**src/rtl/transient_pkg.sv**
```systemverilog
// Shared constants and carriers for the transient event detector.
package transient_pkg;

  // ----------------------------------------------------------------
  // Register indices (byte address is four times the index)
  // ----------------------------------------------------------------
  localparam int APB_AW = 12;
  localparam logic [9:0] CONFIG_IDX = 10'h01D;
  localparam logic [9:0] SOURCE_IDX = 10'h01E;
  localparam logic [9:0] THRESH_IDX = 10'h01F;
  localparam logic [9:0] COUNT_IDX = 10'h020;
  localparam logic [9:0] IRQ_STAT_IDX = 10'h030;
  localparam logic [9:0] IRQ_CLR_IDX = 10'h031;
  localparam logic [9:0] IRQ_EN_IDX = 10'h032;

  // ----------------------------------------------------------------
  // Reset values and scaling
  // ----------------------------------------------------------------
  localparam logic [7:0] CONFIG_RST = 8'h00;
  localparam logic [7:0] SOURCE_RST = 8'h00;
  localparam logic [7:0] THRESH_RST = 8'h00;
  localparam logic [7:0] COUNT_RST = 8'h00;
  // Threshold step in micro-g per count, fixed at 63 mg.
  localparam logic [15:0] THS_STEP_UG = 16'hF618;
  localparam int SAMPLE_W = 14;

  // ----------------------------------------------------------------
  // Carriers
  // ----------------------------------------------------------------
  typedef logic signed [SAMPLE_W-1:0] axis_t;

  // One output-data-rate sample; index 0 is X, 1 is Y, 2 is Z.
  typedef struct packed {
    logic tick;
    axis_t [2:0] axis;
  } accel_in_t;

  // Configuration register layout, bit 7 down to bit 0.
  typedef struct packed {
    logic [2:0] rsvd;
    logic latch_en;
    logic [2:0] axis_en;
    logic hpf_bypass;
  } transient_config_t;

  // Source register layout; each pair is {flag, polarity}.
  typedef struct packed {
    logic rsvd;
    logic any_event_active;
    logic [2:0][1:0] pair;
  } transient_source_t;

  // Threshold register layout.
  typedef struct packed {
    logic debounce_mode;
    logic [6:0] threshold_value;
  } transient_ths_t;

endpackage

```
**src/rtl/hpf_axis.sv**
```systemverilog
// First-order high-pass filter for one acceleration axis.
`timescale 1ns/1ps
module hpf_axis #(
  parameter int SHIFT = 4
) (
  input wire logic core_clk,
  input wire logic sys_rst,
  input wire logic tick,
  input wire transient_pkg::axis_t sample,
  output transient_pkg::axis_t filtered
);
  import transient_pkg::*;

  // Running low-pass estimate of the DC level, with fraction bits.
  logic signed [SAMPLE_W+SHIFT:0] dc_acc;
  // Integer part of the DC estimate.
  logic signed [SAMPLE_W:0] dc_level;
  // Sample minus DC level, one bit wider to avoid wrap.
  logic signed [SAMPLE_W:0] diff;

  assign dc_level = dc_acc[SAMPLE_W+SHIFT:SHIFT];
  assign diff = SAMPLE_W'(sample) - dc_level;

  // ----------------------------------------------------------------
  // DC tracking
  // ----------------------------------------------------------------
  // The estimate moves by a fraction of the error on each sample, so
  // a step input decays away instead of holding the detector tripped.
  always_ff @(posedge core_clk or posedge sys_rst) begin
    if (sys_rst) begin
      dc_acc <= '0;
    end else if (tick) begin
      dc_acc <= dc_acc + (SAMPLE_W+SHIFT+1)'(diff);
    end
  end

  // ----------------------------------------------------------------
  // Output with saturation
  // ----------------------------------------------------------------
  // Saturation keeps a full-scale swing from flipping sign.
  always_ff @(posedge core_clk or posedge sys_rst) begin
    if (sys_rst) begin
      filtered <= '0;
    end else if (tick) begin
      if (diff[SAMPLE_W] != diff[SAMPLE_W-1]) begin
        filtered <= diff[SAMPLE_W] ? {1'b1, {(SAMPLE_W-1){1'b0}}}
                                   : {1'b0, {(SAMPLE_W-1){1'b1}}};
      end else begin
        filtered <= diff[SAMPLE_W-1:0];
      end
    end
  end
endmodule // hpf_axis

```
**src/rtl/transient_detector.sv**
```systemverilog
// Transient acceleration event detector with APB register access.
//
// Decided for this implementation: the APB register port.
`timescale 1ns/1ps
//
// Behaviour
// - Optional high-pass filter removes DC offset.
// - Event when enabled axis exceeds threshold long enough.
// - Unlatched flag follows real-time detection.
// - Latched flag holds until source read.
// - Per-axis enables; disabled axes ignored.
// - Bypass bit selects raw or filtered input.
// - Config layout: latch, Z/Y/X enables, bypass.
// - Source layout: any flag, axis flag/polarity pairs.
// - Any flag from axis flags; polarity marks negative.
// - Latched freezes; unlatched updates flags and polarity.
// - 7-bit threshold, 63 mg step; debounce mode.
// - 8-bit debounce count sets required steps.
module transient_detector #(
  parameter int HPF_SHIFT = 4,
  // Sample resolution in micro-g per count.
  parameter logic [15:0] SAMPLE_LSB_UG = 16'h03D0
) (
  input wire logic core_clk,
  input wire logic sys_rst,
  input wire logic psel,
  input wire logic penable,
  input wire logic pwrite,
  input wire logic [transient_pkg::APB_AW-1:0] paddr,
  input wire logic [31:0] pwdata,
  output logic [31:0] prdata,
  output logic pready,
  output logic pslverr,
  input wire transient_pkg::accel_in_t accel,
  output logic event_active,
  output logic irq
);
  import transient_pkg::*;

  // ----------------------------------------------------------------
  // Registers and state
  // ----------------------------------------------------------------
  transient_config_t cfg; // Configuration register.
  transient_source_t src; // Source register.
  transient_ths_t ths; // Threshold and debounce mode.
  logic [7:0] debounce_value; // Required debounce steps.
  logic [7:0] deb_cnt; // Running debounce counter.
  logic irq_status; // Sticky event status.
  logic irq_en; // Interrupt enable.

  // ----------------------------------------------------------------
  // Per-axis datapath
  // ----------------------------------------------------------------
  axis_t [2:0] filt; // High-pass filtered samples.
  axis_t [2:0] sel; // Samples fed to detection.
  logic [2:0] over; // Enabled axis beyond threshold.
  logic [2:0] neg; // Axis excursion is negative.
  logic [31:0] ths_ug; // Threshold in micro-g.

  // Threshold scaled once; independent of full-scale range.
  assign ths_ug = 32'(ths.threshold_value) * 32'(THS_STEP_UG);

  genvar gi;
  generate
    for (gi = 0; gi < 3; gi++) begin : g_axis
      logic [SAMPLE_W-1:0] mag; // Magnitude of the sample.
      logic [31:0] mag_ug; // Magnitude in micro-g.

      hpf_axis #(.SHIFT(HPF_SHIFT)) u_hpf (
        .core_clk(core_clk),
        .sys_rst(sys_rst),
        .tick(accel.tick),
        .sample(accel.axis[gi]),
        .filtered(filt[gi])
      );

      // Bypass picks raw data, which turns this into motion detection.
      assign sel[gi] = cfg.hpf_bypass ? accel.axis[gi]
                                      : filt[gi];
      assign neg[gi] = sel[gi][SAMPLE_W-1];
      // Negation of the most negative code still fits unsigned.
      assign mag = neg[gi] ? SAMPLE_W'(-sel[gi]) : SAMPLE_W'(sel[gi]);
      assign mag_ug = 32'(mag) * 32'(SAMPLE_LSB_UG);
      // A disabled axis never contributes.
      assign over[gi] = cfg.axis_en[gi] && (mag_ug > ths_ug);
    end
  endgenerate

  // ----------------------------------------------------------------
  // Debounce evaluation
  // ----------------------------------------------------------------
  logic cond; // Any enabled axis beyond threshold.
  logic [8:0] cnt_inc; // Counter plus one, unsaturated.
  logic hit; // Condition met for enough steps.
  logic load; // Source takes a new event this cycle.
  logic evt; // Rising edge of the any-event flag.
  transient_source_t next_src; // Freshly captured source value.

  assign cond = |over;
  assign cnt_inc = {1'b0, deb_cnt} + 9'h001;
  // The current tick counts as a step, so a count of N needs N
  // consecutive qualifying samples when debounce_mode is 1 (a zero count needs just one).
  assign hit = accel.tick && cond
            && (cnt_inc >= {1'b0, debounce_value});
  // A latched event freezes until read; otherwise every hit reloads.
  assign load = hit && !(cfg.latch_en && src.any_event_active);
  assign evt = load && !src.any_event_active;

  // Assemble the captured flags; polarity is 1 only when negative.
  always_comb begin
    next_src = SOURCE_RST;
    next_src.any_event_active = |over;
    for (int i = 0; i < 3; i++) begin
      next_src.pair[i] = {over[i], over[i] & neg[i]};
    end
  end

  // Counter steps only on a sample tick, and saturates both ways.
  always_ff @(posedge core_clk or posedge sys_rst) begin
    if (sys_rst) begin
      deb_cnt <= '0;
    end else if (accel.tick) begin
      if (cond) begin
        deb_cnt <= cnt_inc[8] ? deb_cnt : cnt_inc[7:0];
      end else if (ths.debounce_mode) begin
        deb_cnt <= '0;
      end else if (deb_cnt != 8'h00) begin
        deb_cnt <= deb_cnt - 8'h01;
      end
    end
  end

  // ----------------------------------------------------------------
  // APB access decode
  // ----------------------------------------------------------------
  logic [9:0] idx; // Word index of the access.
  logic mapped; // Address names a register.
  logic setup; // Setup cycle of a transfer.
  logic wr; // Write takes effect this cycle.
  logic rd_clr; // Source read completes this cycle.
  logic load_q; // A new event landed at the last edge.

  assign idx = paddr[APB_AW-1:2];
  assign mapped = (paddr[1:0] == 2'b00)
               && (idx == CONFIG_IDX || idx == SOURCE_IDX
                || idx == THRESH_IDX || idx == COUNT_IDX
                || idx == IRQ_STAT_IDX || idx == IRQ_CLR_IDX
                || idx == IRQ_EN_IDX);
  assign setup = psel && !penable;
  // No wait states: data is fetched in setup, so access ends at once.
  assign pready = psel && penable;
  assign wr = psel && penable && pwrite && mapped;
  // The read word was fetched in setup; an event that landed at that
  // same edge is not in it, so this read must not clear it.
  assign rd_clr = psel && penable && !pwrite && !load_q
               && paddr[1:0] == 2'b00 && idx == SOURCE_IDX;

  // ----------------------------------------------------------------
  // Source register
  // ----------------------------------------------------------------
  // A new event in the cycle of a read wins, so it is never lost.
  always_ff @(posedge core_clk or posedge sys_rst) begin
    if (sys_rst) begin
      src <= SOURCE_RST;
    end else if (load) begin
      src <= next_src;
    end else if (accel.tick && !cfg.latch_en) begin
      src <= SOURCE_RST;
    end else if (rd_clr) begin
      src <= SOURCE_RST;
    end
  end

  // Remembers a load for one cycle, for the read-clear guard.
  always_ff @(posedge core_clk or posedge sys_rst) begin
    if (sys_rst) begin
      load_q <= 1'b0;
    end else begin
      load_q <= load;
    end
  end

  assign event_active = src.any_event_active;

  // ----------------------------------------------------------------
  // Configuration registers
  // ----------------------------------------------------------------
  // Reserved configuration bits stay zero whatever is written.
  always_ff @(posedge core_clk or posedge sys_rst) begin
    if (sys_rst) begin
      cfg <= CONFIG_RST;
    end else if (wr && idx == CONFIG_IDX) begin
      cfg <= {3'b000, pwdata[4:0]};
    end
  end

  // Threshold and debounce mode share one register.
  always_ff @(posedge core_clk or posedge sys_rst) begin
    if (sys_rst) begin
      ths <= THRESH_RST;
    end else if (wr && idx == THRESH_IDX) begin
      ths <= pwdata[7:0];
    end
  end

  // Debounce step count.
  always_ff @(posedge core_clk or posedge sys_rst) begin
    if (sys_rst) begin
      debounce_value <= COUNT_RST;
    end else if (wr && idx == COUNT_IDX) begin
      debounce_value <= pwdata[7:0];
    end
  end

  // ----------------------------------------------------------------
  // Interrupt status, clear and enable
  // ----------------------------------------------------------------
  // Write-one-to-clear; a set in the same cycle takes priority.
  always_ff @(posedge core_clk or posedge sys_rst) begin
    if (sys_rst) begin
      irq_status <= 1'b0;
    end else begin
      irq_status <= evt
        | (irq_status & ~(wr && idx == IRQ_CLR_IDX && pwdata[0]));
    end
  end

  // Interrupt enable bit.
  always_ff @(posedge core_clk or posedge sys_rst) begin
    if (sys_rst) begin
      irq_en <= 1'b0;
    end else if (wr && idx == IRQ_EN_IDX) begin
      irq_en <= pwdata[0];
    end
  end

  assign irq = irq_status & irq_en;

  // ----------------------------------------------------------------
  // Read data and error answer
  // ----------------------------------------------------------------
  // Data is registered in setup and held through the access phase.
  // The clear register reads as zero since it stores nothing.
  always_ff @(posedge core_clk or posedge sys_rst) begin
    if (sys_rst) begin
      prdata <= '0;
      pslverr <= 1'b0;
    end else if (setup) begin
      pslverr <= !mapped;
      prdata <= '0;
      if (!pwrite && paddr[1:0] == 2'b00) begin
        unique case (idx)
          CONFIG_IDX: prdata <= {24'h000000, cfg};
          SOURCE_IDX: prdata <= {24'h000000, src};
          THRESH_IDX: prdata <= {24'h000000, ths};
          COUNT_IDX: prdata <= {24'h000000, debounce_value};
          IRQ_STAT_IDX: prdata <= {31'h00000000, irq_status};
          IRQ_EN_IDX: prdata <= {31'h00000000, irq_en};
          default: prdata <= '0;
        endcase
      end
    end
  end
endmodule // transient_detector

```
**config.mk**
```make
export PLATFORM = sky130hd
export DESIGN_NAME = transient_detector
export DESIGN_NICKNAME = d
export VERILOG_FILES = /design/src/rtl/transient_pkg.sv /design/src/rtl/hpf_axis.sv /design/src/rtl/transient_detector.sv
export SDC_FILE = /design/constraint.sdc
export NUM_CORES = 1
export LEC_CHECK = 0
export ABC_CLOCK_PERIOD_IN_PS = 12800
export BUFFER_PORTS_ARGS = -buffer_cell sky130_fd_sc_hd__buf_4
export CORE_MARGIN = 5
export CORE_UTILIZATION = 65
export CTS_CLUSTER_SIZE = 40
export DETAILED_ROUTE_END_ITERATION = 10
export GPL_TIMING_DRIVEN = 0
export PLACE_DENSITY = 0.84
export SLEW_MARGIN = 30
export SYNTH_ARGS = -nofsm -noshare
export SYNTH_HDL_FRONTEND = slang
export SYNTH_HIERARCHICAL = 1
export SYNTH_SLANG_ARGS = --single-unit
```
**constraint.sdc**
```tcl
create_clock -name core_clk -period 12.8 [get_ports core_clk]
set_clock_uncertainty 0.1 [all_clocks]
set_input_delay 1.92 -clock core_clk [delete_from_list [all_inputs] [get_ports core_clk]]
set_output_delay 1.92 -clock core_clk [all_outputs]
set_load 0.1 [all_outputs]
```
==> results of run 1 <==
[routing by layer]
layer  routed length [um]  GRT usage
met5                    0          0
met4                 2350      0.121
met3                 3240     0.0433
met2                26000      0.488
met1                23000      0.354
[per-stage QoR]
stage	instances	hold slack (ns)	cell area, um2
after floorplan	2543	0.351	22100
after global placement	3069	0.366	23200
after detailed placement	3070	0.372	23300
after CTS	3102	0.386	23900
after global routing	3102	0.397	23900
final	3103	0.385	23900
[tightest hold or removal path, stage by stage, from the launching register on]
cell     delay (ns)
dfrtp_1        0.35
nand2_1        0.05
o31ai_1        0.05
[final cells by class]
type / count / area [um2] / share of cell area
repair buffers: 79 / 591 / 0.0247
clock buffers: 20 / 447 / 0.0187
plain buffers: 81 / 487 / 0.0204
flip-flops and latches: 147 / 3680 / 0.154
clock inverters: 12 / 148 / 0.00618
diodes: 1 / 2.50 / 0.000105
multi-input cells: 1946 / 16600 / 0.694
well taps: 448 / 561 / 0.0235
inverters: 369 / 1390 / 0.0581
[synthesized netlist by cell type (all sizes together), types with 30 or more instances]
cell type / instances / share of area
dfrtp: 147 / 0.17
a31oi: 30 / 0.0092
a21o: 71 / 0.024
a21oi: 170 / 0.039
o31ai: 30 / 0.013
mux2: 40 / 0.020
nand2: 166 / 0.029
ha: 329 / 0.19
o21ai: 139 / 0.032
xnor2: 114 / 0.048
nor2: 102 / 0.018
nand3: 38 / 0.0089
xor2: 99 / 0.042
inv: 368 / 0.063
mux2i: 52 / 0.025
nand2b: 31 / 0.0089
nor3: 49 / 0.011
buf: 54 / 0.017
fa: 109 / 0.099
[logic make-up (layout without fill, tap and decap cells)]
group / after synthesis / after routing
AO/OA/AOI/OAI: 657 / 657
AND/OR/NAND/NOR: 512 / 512
other: 1 / 25
buffers and inverters: 450 / 561
XOR/XNOR: 213 / 213
flip-flops: 147 / 147
adder cells (fa/ha/maj): 448 / 448
multiplexers: 92 / 92
[registers in the layout, summed over array words and instances, names as in the netlist]
signal                 flops
g_axis.u_hpf/dc_acc       57
g_axis.u_hpf/filtered     42
deb_cnt                    8
debounce_value             8
prdata                     8
ths                        8
src                        6
cfg                        5
event_active               1
irq_en                     1
irq_status                 1
load_q                     1
pslverr                    1
[path summary, 6_finish.rpt]
kind / to / slack (ns) / cells after the start
min: prdata[7]$_DFFE_PP0P_ / 0.38 / 2
min reg2reg: prdata[7]$_DFFE_PP0P_ / 0.38 / 2
max reg2reg: deb_cnt[1]$_DFFE_PP0P_ / 3.52 / 31
min in group asynchronous: ths[6]$_DFFE_PP0P_ / 1.51 / 2
max in group asynchronous: g_axis[2].u_hpf/filtered[5]$_DFFE_PP0P_ / 10.51 / 2
max: deb_cnt[1]$_DFFE_PP0P_ / 3.22 / 32
==> metrics.md, run 1 <==
| Metric | Value |
|---|---|
| CP Buf/Inv Count | `5` |
| Pre-antenna DRT Iters | `7` |
| Final period utilization | `0.749` |
| Reg-to-Reg Start | `cfg[0]$_DFFE_PP0P_` |
| DIE AREA | `around 38000 um2` |
| Starting Density | `0.658` |
| Crit-path slowest cell | `mux2i_1` |
| Kind of critical path | `input port to flip-flop` |
| Post-synthesis xor/xnor area fraction | `0.0906` |
| Critical Path Max Stage Delay | `about 0.72 ns` |
| Proportion of layout cells with a drive suffix above 1 | `0.106` |
| CP Max Fanout | `8` |
| Top Ports | `between 100 and 150` |
| Placer Congestion | `around 0.94` |
| Post-CTS Setup Repair Bufs | `0` |
| Hold Path Origin | `prdata[7]$_DFFE_PP0P_` |
| Netlist cell types | `between 100 and 150` |
| Initial antenna violation count | `0` |
| CP Data Arrival Time | `between 9 and 10 ns` |
| Final setup fails | `0` |
| Compound-cell area share of the yosys netlist | `0.205` |
| Mean post-synth cell area | `between 8 and 9 um2` |
| Vias/cell | `just over 6` |
| Detailed-route via count | `18900` |
| Flops & latches, synth | `about 150` |
| Worst-Skew Late Latency | `0.46 ns` |
| HPWL after detailed placement | `44.2 mm` |
| Post-synth EDFFs | `0` |
| Worst Tran Pin Value | `~0.97 ns` |
| Status | `finished clean` |
| Total Nets Final | `3171` |
| CTS Root Cell | `clkbuf_16` |
| Hold Crit Class | `flip-flop to flip-flop` |
| Commonest non-fill, non-tap cell in the layout | `inv_1` |
| Synth Area in Simple Gates | `0.116` |
| Min Clock Period, post-route | `approximately 9.6 ns` |
| GRT Overall Usage | `0.283` |
| First-pass GRT wire length | `90.0 mm` |
| Antenna-violating nets left | `0` |
| Clock buffer depth | `2` |
| Die Ht | `around 190 um` |
| Final core occ | `0.714` |
| Die X | `between 150 and 200 um` |
| Register area share after synthesis | `0.167` |
| CP delay by family, top | `compound AO/OA/AOI/OAI gates` |
| Post-CTS Hold Buffers | `0` |
| Crit path from | `accel[13]` |
| # rows | `67` |
| Mapped Cells | `approximately 2500` |
| Commonest cells after routing, fill and taps aside | `inv_1 (360), ha_1 (329), a21oi_1 (167)` |
| Worst Slack Setup Final | `3.22 ns` |
| Number of global-route vias before repair | `about 19000` |
| Required @ worst endpoint | `approximately 13 ns` |
| Port Buf Inserts | `78` |
| Critical Path End Type | `flip-flop` |
| Initial DRC count | `1380` |
| Number of clock sinks | `approximately 150` |
| Pins over their slew limit | `0` |
| Fmax | `0.104 GHz` |
| Hold violation total from the final report | `0` |
| Post-Syn Area | `approximately 22000 um2` |
| H-tree lvl count | `4` |
| Number of remaining DRC errors | `0` |
| Most used cell, CP | `a21oi_1` |
| Async S/R FF share, synth | `1.00` |
| Setup TNS | `0 ns` |
| Core area | `around 33000 um2` |
| Total Wirelength | `54.5 mm` |
| Filler Cells Inserted | `~2500` |
| Wire per inst | `roughly 18 um` |
| YS warnings | `6` |
| Max-cap violations | `0` |
| Synthesized-area fraction occupied by adder cells | `0.291` |
| RSZ-0062 raised after global routing | `false` |
| Area Overhead vs Synth | `8.48%` |
| DP Worst Slack | `2.81 ns` |
| Post-cts repair resize count | `0` |
| Largest net degree at the start of global routing | `49` |
| Ys flop type | `dfrtp_1` |
| Relative slew slack | `0.345` |
| Critical Path Start Type | `input port` |
| Total grt overflow | `0` |
| Mux cell area share after synthesis | `0.0454` |
| Largest family of logic cells by synthesized area | `adder cells` |
| CTS tree | `done` |
| Clk slew on worst S/H paths | `approximately 0.060 ns` |
| Cts bufs inserted | `17` |
Power of run 1 is left out: the tool's default activity adds up to more than one toggle a clock period on the data nets, which glitch-free logic cannot reach.
==> inputs of run 2 (changes only) <==
ABC_CLOCK_PERIOD_IN_PS = 8420   (was 12800)
CORE_UTILIZATION = 58   (was 65)
PLACE_DENSITY = 0.79   (was 0.84)
clock period = 8.42 ns   (was 12.8 ns; I/O delays follow)
==> metrics.md, run 2 (same netlist as run 1, synthesis figures left out) <==
| Metric | Value |
|---|---|
| Status | `finished clean` |
| Biggest register | `g_axis.u_hpf/dc_acc` |
| Placer Congestion | `0.922 (-1.6%)` |
| Clock buffer depth | `2 (unchanged)` |
| Diode count | `0 (-1)` |
| DIE AREA | `41900 um2 (+11%)` |
| Detailed-route via count | `18900 (+0.31%)` |
| Commonest non-fill, non-tap cell in the layout | `inv_1` |
| Fmax | `0.122 GHz` |
| HPWL after detailed placement | `45.2 mm (+2.3%)` |
| Post-CTS Hold Buffers | `0 (unchanged)` |
| Hold violation total from the final report | `0 (unchanged)` |
| Critical Path Start Type | `input port` |
| Total Nets Final | `3202 (+0.98%)` |
| H-tree lvl count | `4 (unchanged)` |
| Clk slew on worst S/H paths | `0.06 ns (about the same)` |
| Wire per inst | `17.6 um (about the same)` |
| Required @ worst endpoint | `8.68 ns (-4.38 ns)` |
| CP Data Arrival Time | `8.47 ns (-1.38 ns)` |
| Kind of critical path | `input port to flip-flop` |
| Largest net degree at the start of global routing | `49 (unchanged)` |
| Pre-antenna DRT Iters | `8 (+1)` |
| Pins over their slew limit | `0 (unchanged)` |
| Area Overhead vs Synth | `12.0%` |
| First-pass GRT wire length | `91.1 mm (+1.1%)` |
| Cells after DPL | `3133 (+2.1%)` |
| Port Buf Inserts | `78 (unchanged)` |
| Placement Cell Area | `23300 um2 (+0.37%)` |
| Proportion of layout cells with a drive suffix above 1 | `0.132 (+0.0263)` |
| Initial antenna violation count | `0 (unchanged)` |
| Finished Layout Cells | `3196 (+3.0%)` |
| CP Max Fanout | `8 (unchanged)` |
| Hold Crit Class | `flip-flop to flip-flop` |
| Setup TNS | `0 ns (unchanged)` |
| Hold Path Depth | `2 (unchanged)` |
| Starting Density | `0.586 (-0.0723)` |
| Vias/cell | `5.92 (-2.6%)` |
| Critical Path Max Stage Delay | `0.55 ns (-0.17 ns)` |
| Largest registers | `g_axis.u_hpf/dc_acc x57, g_axis.u_hpf/filtered x42` |
| Relative slew slack | `0.400 (+0.0555)` |
| Worst-Skew Late Latency | `0.45 ns (about the same)` |
| Min Clock Period, post-route | `roughly 8 ns` |
| Worst Tran Pin Value | `0.888 ns (-0.0822 ns)` |
| Number of remaining DRC errors | `0 (unchanged)` |
| Total Wirelength | `56.2 mm (+3.0%)` |
| Initial DRC count | `1188 (-14%)` |
| Max FFs per register | `57 (unchanged)` |
| Finished Cell Area | `24700 um2 (+3.3%)` |
| Core area | `37600 um2 (+12%)` |
| Crit-path slowest cell | `fa_1` |
| Number of clock sinks | `147 (unchanged)` |
| Total grt overflow | `0 (unchanged)` |
| Final setup fails | `0 (unchanged)` |
| Antenna-violating nets left | `0 (unchanged)` |
| CTS Root Cell | `clkbuf_16` |
| Number of global-route vias before repair | `18800 (-0.97%)` |
| # rows | `71 (+6.0%)` |
| CTS tree | `done` |
| GRT Overall Usage | `0.263 (-0.0199)` |
| Die Ht | `205 um (+5.6%)` |
| Max-cap violations | `0 (unchanged)` |
| Reg2Reg Depth | `34 (+9.7%)` |
| Commonest cells after routing, fill and taps aside | `inv_1 (360), ha_1 (329), nand2_1 (164)` |
| Final period utilization | `0.975` |
| Die X | `205 um (+5.6%)` |
| Critical Path End Type | `flip-flop` |
| Top Ports | `128 (unchanged)` |
| Cts bufs inserted | `17 (unchanged)` |
## run 2: changes by cell type in the layout (fill, tap and decap cells not counted), sizes merged
cell / previous run / this run
diode: 1 / 0
clkbuf: 47 / 48
buf: 133 / 163
bufinv: 2 / 4
inv: 372 / 370
## run 2: layout make-up
class	count	area (um2)
Buffer	80	519
Clock buffer	20	437
Clock inverter	12	180
Fill cell	2995	12900
Inverter	369	1390
Multi-Input combinational cell	1946	17000
Sequential cell	147	3680
Tap cell	511	639
Timing Repair Buffer	111	833
## run 2: worst paths after layout
check / start / end / slack [ns]
worst max-delay path: accel[0] / deb_cnt[1]$_DFFE_PP0P_ / 0.21
worst min-delay path: g_axis[0].u_hpf/filtered[12]$_DFFE_PP0P_ / g_axis[0].u_hpf/filtered[12]$_DFFE_PP0P_ / 0.39
worst max register to register: cfg[0]$_DFFE_PP0P_ / deb_cnt[1]$_DFFE_PP0P_ / 0.23
worst min register to register: g_axis[0].u_hpf/filtered[12]$_DFFE_PP0P_ / g_axis[0].u_hpf/filtered[12]$_DFFE_PP0P_ / 0.39
max in group asynchronous: sys_rst / g_axis[0].u_hpf/dc_acc[4]$_DFFE_PP0P_ / 6.79
min in group asynchronous: sys_rst / debounce_value[6]$_DFFE_PP0P_ / 0.85
## run 2: per-stage QoR
step	util	worst slack, ns	hold WS, ns
6_report	0.656	0.210	0.390
3_5_place_dp	0.621	-0.989	0.373
5_1_grt	0.656	-0.0609	0.404
2_1_floorplan	-	0.403	0.351
4_1_cts	0.644	0.00991	0.388
3_3_place_gp	0.621	-1.07	0.365
## run 2: critical path, delay by kind of cell
kind	cells	cell delay (ns)
AO/OA/AOI/OAI	15	2.67
XOR/XNOR	2	0.40
adder cells (fa/ha/maj)	6	2.45
buffers and inverters	5	0.46
multiplexers	1	0.22
AND/OR/NAND/NOR	4	0.97
## run 2: metal layers
layer  vias to the layer above  wire length [um]  global-route usage
li1                       9095                 -                   -
met1                      9157             24100               0.337
met4                         0              1700              0.0847
met2                       552             27700               0.465
met5                         -                 0                   0
met3                       114              2700              0.0299
## run 2: what timing repair did
action / 4_1_cts / 5_1_grt
cloned: 0 / 0
pin swaps: 3 / 8
hold endpoints to repair: 0 / 0
setup buffers: 8 / 24
resized for setup: 29 / 52
endpoints found under the setup margin: 17 / 17
Power of run 2 is left out for the same reason.
